===== config.mk =====
export PLATFORM = sky130hd
export DESIGN_NAME = watchdog_reload_control
export DESIGN_NICKNAME = d
export VERILOG_FILES = /design/src/wdt_pkg.sv /design/src/lf_tick_gen.sv /design/src/watchdog_reload_control.sv
export SDC_FILE = /design/constraint.sdc
export NUM_CORES = 1
export LEC_CHECK = 0
export BUFFER_PORTS_ARGS = -buffer_cell sky130_fd_sc_hd__buf_4
export CAP_MARGIN = 25
export CORE_UTILIZATION = 30
export CTS_CLUSTER_SIZE = 12
export DETAILED_ROUTE_END_ITERATION = 6
export PLACE_DENSITY_LB_ADDON = 0.12
export SLEW_MARGIN = 10
export SYNTH_ARGS = -nofsm -noshare
export SYNTH_HDL_FRONTEND = slang
export SYNTH_SLANG_ARGS = --single-unit

===== constraint.sdc =====
create_clock -name clk -period 2.75 [get_ports clk]
set_input_delay 0 -clock clk [delete_from_list [all_inputs] [get_ports clk]]
set_output_delay 0 -clock clk [all_outputs]
set_load 0.01 [all_outputs]

===== src/wdt_pkg.sv =====
// Purpose: shared constants of the watchdog reload control block
// Assumes: 32-bit AHB-Lite register window, word aligned
// Notes:   offsets are byte addresses
`default_nettype none
package wdt_pkg;
    localparam logic [11:0] OFF_START      = 12'h000;
    localparam logic [11:0] OFF_EXPIRY     = 12'h100;
    localparam logic [11:0] OFF_IRQ_ENABLE = 12'h304;
    localparam logic [11:0] OFF_IRQ_DIS    = 12'h308;
    localparam logic [11:0] OFF_RUN        = 12'h400;
    localparam logic [11:0] OFF_REQ        = 12'h404;
    localparam logic [11:0] OFF_CRV        = 12'h504;
    localparam logic [11:0] OFF_SLOT_EN    = 12'h508;
    localparam logic [11:0] OFF_CONFIG     = 12'h50C;
    localparam logic [11:0] OFF_SLOT_BASE  = 12'h600;
    localparam int          SLOT_STRIDE    = 4;
    localparam int          CFG_SLEEP_BIT  = 0;
    localparam int          CFG_HALT_BIT   = 3;
    localparam logic [31:0] CRV_RESET      = 32'hFFFFFFFF;
    localparam logic [7:0]  SLOT_EN_RESET  = 8'h01;
    localparam logic [31:0] CONFIG_RESET   = 32'h00000001;
    // arbitrary key value
    localparam logic [31:0] RELOAD_KEY     = 32'hC0DE5A17;
    localparam int          CLK_HZ         = 125_000_000;
    localparam int          LF_HZ          = 32_768;
    localparam int          LF_DIV         = CLK_HZ / LF_HZ;
    localparam logic [1:0]  EXPIRY_DELAY_TICKS = 2'h2;
    typedef enum logic [1:0] {
        SEQ_IDLE,
        SEQ_DELAY,
        SEQ_FIRE
    } seq_e;
endpackage : wdt_pkg
`default_nettype wire

===== src/lf_tick_gen.sv =====
// Purpose: one-cycle enable at the low-frequency counting rate
// Assumes: single clock, synchronous reset
// Notes:   divide ratio is a parameter
`default_nettype none
module lf_tick_gen #(
    parameter int DIV = wdt_pkg::LF_DIV
) (
    input  wire logic clk,
    input  wire logic sys_rst,
    output logic      tick
);
    logic [15:0] cnt;
    wire         wrap = (cnt == 16'(DIV - 1));

    always_ff @(posedge clk) begin
        if (sys_rst) begin
            cnt  <= 16'h0000;
            tick <= 1'b0;
        end else begin
            cnt  <= wrap ? 16'h0000 : cnt + 16'h0001;
            tick <= wrap;
        end
    end
endmodule : lf_tick_gen
`default_nettype wire


===== src/watchdog_reload_control.sv =====
// Purpose: watchdog counter with key-protected reload slots on AHB-Lite
// Assumes: one clock, synchronous active-high reset
// Notes:   counter advances on the low-frequency enable pulse
//
// Decided for this implementation: register access over AHB-Lite.
`default_nettype none
module watchdog_reload_control #(
    parameter logic [31:0] KEY    = wdt_pkg::RELOAD_KEY,
    parameter int          NSLOTS = 8,
    parameter int          LF_DIV = wdt_pkg::LF_DIV
) (
    input  wire logic        clk,
    input  wire logic        sys_rst,
    input  wire logic        hsel,
    input  wire logic [31:0] haddr,
    input  wire logic [1:0]  htrans,
    input  wire logic        hwrite,
    input  wire logic [2:0]  hsize,
    input  wire logic [31:0] hwdata,
    input  wire logic        hready,
    output logic [31:0]      hrdata,
    output logic             hreadyout,
    output logic             hresp,
    input  wire logic        cpu_sleeping,
    input  wire logic        cpu_halted,
    input  wire logic        wake_from_off,
    output logic             irq,
    output logic             wdt_reset
);
    ////////////////////////////////////////////////////////////////////////
    // state
    logic [31:0]        counter;
    logic [31:0]        counter_reload_value;
    logic [NSLOTS-1:0]  slot_enable;
    logic [NSLOTS-1:0]  slot_request_state;
    logic               sleep_run;
    logic               halt_run;
    logic               counter_running_flag;
    logic               locked;
    logic               irq_enable;
    logic               expiry_event;
    logic [1:0]         delay_cnt;
    wdt_pkg::seq_e      seq;
    logic [11:0]        dp_addr;
    logic               dp_write;
    logic               dp_read;
    logic               rd_wait;
    logic               lf_tick;

    lf_tick_gen #(
        .DIV     (LF_DIV)
    ) u_tick (
        .clk     (clk),
        .sys_rst (sys_rst),
        .tick    (lf_tick)
    );

    ////////////////////////////////////////////////////////////////////////
    // bus decode
    wire        addr_take = hsel & htrans[1] & hready;
    wire        wr_do     = dp_write;
    wire        wr_start  = wr_do & (dp_addr == wdt_pkg::OFF_START);
    wire        wr_expiry = wr_do & (dp_addr == wdt_pkg::OFF_EXPIRY);
    wire        wr_ien    = wr_do & (dp_addr == wdt_pkg::OFF_IRQ_ENABLE);
    wire        wr_idis   = wr_do & (dp_addr == wdt_pkg::OFF_IRQ_DIS);
    wire        wr_crv    = wr_do & (dp_addr == wdt_pkg::OFF_CRV)
                            & ~locked;
    wire        wr_en     = wr_do & (dp_addr == wdt_pkg::OFF_SLOT_EN)
                            & ~locked;
    wire        wr_cfg    = wr_do & (dp_addr == wdt_pkg::OFF_CONFIG)
                            & ~locked;
    wire [11:0] slot_off  = dp_addr - wdt_pkg::OFF_SLOT_BASE;
    wire        in_slots  = (dp_addr >= wdt_pkg::OFF_SLOT_BASE) &&
                            (slot_off < 12'(NSLOTS * wdt_pkg::SLOT_STRIDE));
    wire        key_ok    = wr_do & in_slots & (slot_off[1:0] == 2'h0)
                            & (hwdata == KEY);
    wire [2:0]  slot_idx  = slot_off[4:2];

    ////////////////////////////////////////////////////////////////////////
    // counter control
    wire paused     = (cpu_sleeping & ~sleep_run)
                    | (cpu_halted & ~halt_run);
    wire count_step = counter_running_flag & lf_tick & ~paused;
    wire expire     = count_step & (counter == 32'h00000001)
                    & (seq == wdt_pkg::SEQ_IDLE);
    wire start_go   = wr_start & hwdata[0] & ~counter_running_flag;

    logic [NSLOTS-1:0] slot_hit;
    genvar g;
    generate
        for (g = 0; g < NSLOTS; g++) begin : g_slot
            assign slot_hit[g] = key_ok & (slot_idx == 3'(g));
        end
    endgenerate

    wire [NSLOTS-1:0] next_req_raw = slot_request_state & ~slot_hit;
    wire              all_done     = counter_running_flag
                                   & (|slot_enable)
                                   & ((next_req_raw & slot_enable) == '0);

    ////////////////////////////////////////////////////////////////////////
    // read mux
    logic [31:0] rd_mux;
    always_comb begin
        rd_mux = 32'h00000000;
        case (dp_addr)
            wdt_pkg::OFF_EXPIRY:     rd_mux = {31'h0, expiry_event};
            wdt_pkg::OFF_IRQ_ENABLE: rd_mux = {31'h0, irq_enable};
            wdt_pkg::OFF_IRQ_DIS:    rd_mux = {31'h0, irq_enable};
            wdt_pkg::OFF_RUN:
                rd_mux = {31'h0, counter_running_flag};
            wdt_pkg::OFF_REQ:
                rd_mux = 32'(slot_request_state & slot_enable);
            wdt_pkg::OFF_CRV:        rd_mux = counter_reload_value;
            wdt_pkg::OFF_SLOT_EN:    rd_mux = 32'(slot_enable);
            wdt_pkg::OFF_CONFIG: begin
                rd_mux[wdt_pkg::CFG_SLEEP_BIT] = sleep_run;
                rd_mux[wdt_pkg::CFG_HALT_BIT]  = halt_run;
            end
            default:                 rd_mux = 32'h00000000;
        endcase
    end

    ////////////////////////////////////////////////////////////////////////
    // ahb-lite slave: writes zero-wait, reads one wait state
    always_ff @(posedge clk) begin
        if (sys_rst) begin
            dp_addr   <= 12'h000;
            dp_write  <= 1'b0;
            dp_read   <= 1'b0;
            rd_wait   <= 1'b0;
            hrdata    <= 32'h00000000;
            hreadyout <= 1'b1;
            hresp     <= 1'b0;
        end else begin
            hresp <= 1'b0;
            if (dp_read && !rd_wait) begin
                hrdata    <= rd_mux;
                rd_wait   <= 1'b1;
                hreadyout <= 1'b1;
                dp_read   <= 1'b0;
            end else begin
                rd_wait   <= 1'b0;
                dp_addr   <= addr_take ? haddr[11:0] : dp_addr;
                dp_write  <= addr_take & hwrite;
                dp_read   <= addr_take & ~hwrite;
                hreadyout <= ~(addr_take & ~hwrite);
            end
        end
    end

    ////////////////////////////////////////////////////////////////////////
    // configuration registers
    always_ff @(posedge clk) begin
        if (sys_rst) begin
            counter_reload_value <= wdt_pkg::CRV_RESET;
            slot_enable          <= NSLOTS'(wdt_pkg::SLOT_EN_RESET);
            sleep_run <= wdt_pkg::CONFIG_RESET[wdt_pkg::CFG_SLEEP_BIT];
            halt_run  <= wdt_pkg::CONFIG_RESET[wdt_pkg::CFG_HALT_BIT];
            irq_enable           <= 1'b0;
        end else begin
            if (wr_crv)
                counter_reload_value <= hwdata;
            if (wr_en)
                slot_enable <= hwdata[NSLOTS-1:0];
            if (wr_cfg) begin
                sleep_run <= hwdata[wdt_pkg::CFG_SLEEP_BIT];
                halt_run  <= hwdata[wdt_pkg::CFG_HALT_BIT];
            end
            if (wr_idis && hwdata[0])
                irq_enable <= 1'b0;
            else if (wr_ien && hwdata[0])
                irq_enable <= 1'b1;
        end
    end

    ////////////////////////////////////////////////////////////////////////
    // counter, lock and slot bookkeeping
    always_ff @(posedge clk) begin
        if (sys_rst) begin
            counter              <= wdt_pkg::CRV_RESET;
            counter_running_flag <= 1'b0;
            locked               <= 1'b0;
            slot_request_state   <= NSLOTS'(wdt_pkg::SLOT_EN_RESET);
        end else begin
            if (start_go) begin
                counter_running_flag <= 1'b1;
                locked               <= 1'b1;
                counter              <= counter_reload_value;
                slot_request_state   <= slot_enable;
            end else if (counter_running_flag) begin
                if (all_done) begin
                    counter            <= counter_reload_value;
                    slot_request_state <= slot_enable;
                end else begin
                    slot_request_state <= next_req_raw;
                    if (count_step && counter != 32'h00000000)
                        counter <= counter - 32'h00000001;
                end
            end else begin
                slot_request_state <= slot_enable;
            end
            if (wake_from_off)
                locked <= 1'b0;
        end
    end

    ////////////////////////////////////////////////////////////////////////
    // expiry event and reset sequencer
    always_ff @(posedge clk) begin
        if (sys_rst) begin
            expiry_event <= 1'b0;
            seq          <= wdt_pkg::SEQ_IDLE;
            delay_cnt    <= 2'h0;
            wdt_reset    <= 1'b0;
            irq          <= 1'b0;
        end else begin
            if (expire)
                expiry_event <= 1'b1;
            else if (wr_expiry && hwdata[0])
                expiry_event <= 1'b0;
            irq <= (expiry_event | expire) & irq_enable;
            case (seq)
                wdt_pkg::SEQ_IDLE: begin
                    if (expire) begin
                        delay_cnt <= 2'h0;
                        seq <= irq_enable ? wdt_pkg::SEQ_DELAY
                                          : wdt_pkg::SEQ_FIRE;
                    end
                end
                wdt_pkg::SEQ_DELAY: begin
                    if (lf_tick)
                        delay_cnt <= delay_cnt + 2'h1;
                    if (lf_tick &&
                        delay_cnt == wdt_pkg::EXPIRY_DELAY_TICKS - 2'h1)
                        seq <= wdt_pkg::SEQ_FIRE;
                end
                wdt_pkg::SEQ_FIRE: begin
                    wdt_reset <= 1'b1;
                end
                default: seq <= wdt_pkg::SEQ_IDLE;
            endcase
        end
    end
endmodule : watchdog_reload_control
`default_nettype wire


======== Yosys cells after proc, flatten, opt, wreduce, memory -nomap -nowiden ========
Index checks and enable logic that the tools add are counted.
word-level totals
  logic and storage cells ................. 152
  bits in registers ....................... 157
  input bits .............................. 77
operators by class
  add/subtract/negate cells ............... 4
  reduce and logical (&&, ||, !) cells .... 28
  eq/ne operators ......................... 24
  $lt $le $gt $ge ......................... 2
  bitwise operators ....................... 51
  mux-type cells .......................... 21
operators by type and width
  operator                                                                        number
  32-bit two-way mux                                                              4
  28-bit case mux with 3 select lines                                             1
  12-bit by 11-bit equality test with 1-bit output (second input constant)        5
  1-bit AND                                                                       36
  32-bit by 1-bit equality test with 1-bit output (second input constant)         1
  32-bit equality test (second input constant)                                    1
  32-bit nonzero test                                                             1
  32-bit by 1-bit subtractor with 32-bit output (second input constant)           1
  8-bit AND                                                                       3
  12-bit by 10-bit equality test with 1-bit output (second input constant)        2
  8-bit two-way mux                                                               3
  16-bit by 1-bit adder with 16-bit output (second input constant)                1
  16-bit by 12-bit equality test with 1-bit output (second input constant)        1
  12-bit by 9-bit equality test with 1-bit output (second input constant)         1
  3-bit equality test (second input constant)                                     4
  12-bit by 11-bit >= comparator with 1-bit output (second input constant)        1
  12-bit zero test                                                                1
  12-bit by 6-bit less-than comparator with 1-bit output (second input constant)  1
  2-bit case mux with 3 select lines                                              2
  12-bit by 11-bit subtractor with 12-bit output (second input constant)          1
  2-bit two-way mux                                                               5
  2-bit OR reduction                                                              5
  1-bit inverter                                                                  9
  8-bit zero test                                                                 1
  22 further kinds                                                                39

======== Longest topological paths before layout ========
  word-level depth ........................ 15
  mapped depth ............................ 11
  gate-level depth less buffers ........... 9

======== By module ========
Synthesis repeated with hierarchy kept, for this count alone.
second synthesis, totals
  cell total of the unflattened synthesis .. 823
  area total of the unflattened synthesis .. 7,264.5 um^2
modules (own cells, without submodules)
  module                   instances  cells each  area an instance (um^2)
  watchdog_reload_control  1          737         6,480.0
  lf_tick_gen              1          86          784.5

======== Least setup slack after synthesis ========
No wires, ideal clock.
  kind .................................... register -> register
  start ................................... register dp_addr[0]
  end ..................................... register counter[0]
  stages on the path, launching flop included .. 10
  period minus slack after synthesis ...... 2,803 ps
  path slack .............................. -53 ps
  arrival ................................. 2,731 ps
  path buffers ............................ 2
  path through ............................ dfxtp_1 or4_4 a211o_1 or4_4 buf_6 o311ai_4 nand3_4 o21ai_4 buf_12 mux2i_1
on the way
  cells in the longest elaborated chain, start to end .. 15
  elaborated cells on any way between the ends .. 39
  those cells by class .................... add/sub (1); order compare (2); eq/ne (7); mux (3); bitwise (18); reduce/logical (8)
ends and longest elaborated chain
  element                                                 line                            RTL
  start, declared                                         watchdog_reload_control.sv:44   logic [11:0] dp_addr;
  start signal, assigned                                  watchdog_reload_control.sv:144  dp_addr <= addr_take ? haddr[11:0] : dp_addr;
  12-bit by 11-bit subtractor with 12-bit output          watchdog_reload_control.sv:72   wire [11:0] slot_off = dp_addr - wdt_pkg::OFF_SLOT_BASE;
  12-bit by 6-bit less-than comparator with 1-bit output  watchdog_reload_control.sv:74   (slot_off < 12'(NSLOTS * wdt_pkg::SLOT_STRIDE));
  1-bit logical AND                                       watchdog_reload_control.sv:73   wire in_slots = (dp_addr >= wdt_pkg::OFF_SLOT_BASE) &&
  1-bit AND (2 in series)                                 watchdog_reload_control.sv:75   wire key_ok = wr_do & in_slots & (slot_off[1:0] == 2'h0)
  1-bit AND                                               watchdog_reload_control.sv:76   & (hwdata == KEY);
  1-bit AND                                               watchdog_reload_control.sv:92   assign slot_hit[g] = key_ok & (slot_idx == 3'(g));
  8-bit inverter                                          watchdog_reload_control.sv:96   wire [NSLOTS-1:0] next_req_raw = slot_request_state & ~slot_hit;
  8-bit AND                                               watchdog_reload_control.sv:96
  8-bit AND                                               watchdog_reload_control.sv:99   & ((next_req_raw & slot_enable) == '0);
  8-bit zero test                                         watchdog_reload_control.sv:99
  1-bit AND                                               watchdog_reload_control.sv:99
  32-bit two-way mux                                      watchdog_reload_control.sv:192  if (all_done) begin
  32-bit two-way mux                                      watchdog_reload_control.sv:191  end else if (counter_running_flag) begin
  32-bit two-way mux                                      watchdog_reload_control.sv:186  if (start_go) begin
  end signal, assigned                                    watchdog_reload_control.sv:189  counter <= counter_reload_value;
  end signal, assigned                                    watchdog_reload_control.sv:193  counter <= counter_reload_value;
  end signal, assigned                                    watchdog_reload_control.sv:198  counter <= counter - 32'h00000001;
  end, declared                                           watchdog_reload_control.sv:32   logic [31:0] counter;
Several ways; a longest one is shown, not always the timed one. The select of a mux whose other input is x is not followed.
A chain may end at the register's enable or synchronous reset.

======== Final worst setup path ========
  start ................................... register dp_addr[6]
  end ..................................... register counter[12]
The elaborated chain is that of the path after synthesis.

==> impl_metrics.json <==
{
  "multi_input_area_mm2": 0.00387,
  "postRouteAntennaNets": 0,
  "clk_path_buf_depth": 2,
  "final_cell_mix": "dfxtp_1, nand2_1, buf_4",
  "placed_area_mm2": 0.00852,
  "p_leak_uw": 0.00385,
  "status": "finished with violations",
  "grt_setup_unrepaired": "yes",
  "r2r_cells": 9,
  "drive_gt1_share_pct": 17.9,
  "fin_skew_ps": 15.4,
  "synth_warnings": 0,
  "wl_um": 23500,
  "fmax_mhz": 353,
  "ir_drop_v": 0.000341,
  "clock-sinks": 157,
  "antenna_found_initial": 1,
  "wl_per_cell_um": 17.3,
  "dp_hpwl_um": 16800,
  "gr-usage-met1_pct": 26.2,
  "worstMarginPinSlew_ps": 840,
  "crit_start": "dp_addr[6]$_SDFFE_PP0P_",
  "ff_latch_area_mm2": 0.00314,
  "core_area_mm2": 0.0238,
  "drt_first_pass_iters": 5,
  "grt_overflow_total": 0,
  "start_util_pct": 31.0,
  "cts_root_buf": "clkbuf_16",
  "crit_fanout": 5,
  "clock_latency_ps": 440,
  "power_uw": 5100,
  "grt_pass1_wl_um": 36600,
  "synthFlopType": "dfxtp_1",
  "maxCapViolations": 0,
  "top_usage_layer": "met2",
  "syn_area_mm2": 0.00735,
  "required_ps": 3110,
  "slew-limit-headroom_pct": 43.9,
  "synth_nets": 946,
  "n_antenna_cell": 0,
  "min_period_ps": 2830,
  "crit_type": "reg2reg",
  "synth_edf_count": 0,
  "arrival_ps": 3190,
  "via_per_inst": 4.91,
  "grt_usage_pct": 19.4,
  "syn_inst": 863,
  "io_buffers": 87,
  "avgSynthCellArea_um2": 8.52,
  "ios": 113,
  "synth_cell_types": 63,
  "synth_seq_cells": 157,
  "min_from": "hready",
  "drc_errors": 0,
  "met3_usage_pct": 2.78,
  "finalSetupViolCount": 40,
  "startpoint_type": "flop",
  "setup_tns_ps": -2200,
  "synthArstFlopShare_pct": 0,
  "met2_usage_pct": 31.5,
  "power_density_mw_per_mm2": 525,
  "setup_slack_ps": -81.6,
  "r2r-start": "dp_addr[6]$_SDFFE_PP0P_",
  "fin_area_mm2": 0.00971,
  "cts_tree": "yes",
  "drt_iter0_markers": 515,
  "htreeDepth": 4,
  "dieHeight_um": 159,
  "grt_max_degree": 62,
  "die_x_um": 159,
  "slew_viol_final": 0,
  "failed_checks": "negative setup slack",
  "rows": 56,
  "hold_path.class": "in2reg",
  "num_vias": 6658,
  "numCtsBuffers": 17,
  "grt_pass1_vias": 6454,
  "whs_path_depth": 6,
  "layout.cells.most_common": "dfxtp_1",
  "finalNetCount": 1106,
  "path_clk_slew_ps": 80,
  "areaGrowthSynthToFinish_pct": 32.0,
  "finalCritPeriodShare_pct": 103,
  "seq_area_frac_synth_pct": 42.7,
  "die_area_mm2": 0.0251,
  "endpoint_kind": "flop",
  "utilization_pct": 40.9,
  "place_congestion": 0.837,
  "num-fill-cells": 2423,
  "final_hold_viol_count": 0
}
==> cells in the mapped netlist (all sizes together) (7+ instances only) <==
| master | count | share of area (%) |
|---|---|---|
| o211ai | 7 | 0.71 |
| nor4bb | 7 | 0.95 |
| inv | 16 | 0.82 |
| a22o | 25 | 3.0 |
| mux2i | 52 | 7.1 |
| or4 | 8 | 0.92 |
| nor3 | 12 | 0.82 |
| a21oi | 20 | 1.4 |
| clkbuf | 33 | 1.8 |
| nor2 | 120 | 6.1 |
| o21ai | 14 | 1.3 |
| nand2 | 137 | 7.0 |
| dfxtp | 157 | 43 |
| xor2 | 11 | 1.3 |
| nand4 | 22 | 1.9 |
| or3 | 8 | 0.68 |
| xnor2 | 31 | 3.7 |
| nor4 | 14 | 1.3 |
| a22oi | 8 | 0.82 |
| nand3 | 66 | 4.7 |
| buf | 11 | 1.8 |
==> routing by layer <==
metal | wire, µm | share of wire, %
met5 | 0 | 0
met4 | 401 | 1.7
met3 | 744 | 3.2
met2 | 10800 | 46
met1 | 11500 | 49
==> where the power goes <==
group / internal, µW / leakage, µW / total (µW) / switching (µW)
sequential: 2280 / 0.00127 / 2290 / 9.34
combinational: 156 / 0.00228 / 317 / 161
clock: 1400 / 0.000303 / 2490 / 1090
==> cell type report <==
cell class	count	area share [%]
Multi-Input combinational cell	642	39.9
Sequential cell	157	32.4
Timing Repair Buffer	188	16.6
Clock buffer	18	4.52
Tap cell	319	4.11
Clock inverter	14	1.79
Inverter	17	0.657
==> path summary, 6_finish.rpt <==
| kind | endpoint | slack (ps) |
|---|---|---|
| setup / recovery | counter[12]$_SDFFE_PP1P_ | -80 |
| hold reg to reg | hrdata[5]$_SDFFE_PP0P_ | 460 |
| setup reg to reg | counter[12]$_SDFFE_PP1P_ | -80 |
| hold / removal | dp_addr[11]$_SDFFE_PP0P_ | 250 |
==> worst max-delay path, stage by stage, from the launching register on <==
cell	delay [ps]
dfxtp_1	310
or4_4	530
a211o_1	320
or4_4	500
o211ai_1	290
nand3_4	130
o21ai_4	210
buf_4	150
buf_8	120
mux2i_1	180
==> registers in the layout (all words and copies together) (netlist names), 2 cells and up <==
signal,cells
dp_addr,12
slot_enable,8
seq,2
u_tick.cnt,16
counter,32
hrdata,32
delay_cnt,2
counter_reload_value,32
slot_request_state,8
==> per-stage QoR <==
step	hold WS (ps)	setup slack [ps]	std cells
final	250	-81.6	1355
after global routing	277	-194	1355
after floorplan	76.8	12.4	863
after CTS	246	-79.2	1350
after detailed placement	168	-60.8	1267
after global placement	171	-6.61	1267
==> cell families after synthesis <==
family                     share of synthesized area (%)
adders and majority gates                           1.02
DFF                                                 42.7
xor gates and xnor gates                            5.00
other                                             0.0510
and+or+nand+nor                                     29.1
buffers and inverters                               4.85
AOI/OAI and AO/OA                                   10.2
muxes                                               7.08
==> timing repair <==
item                       4_1_cts  5_1_grt
setup buffers                    1        4
pin swaps                        2        0
hold buffers                    50        0
setup endpoints to repair       32       38
cloned                           0        1
gates resized for setup          1        2
hold endpoints to repair        64        0
No activity file was read; power rests on OpenSTA's default activity.
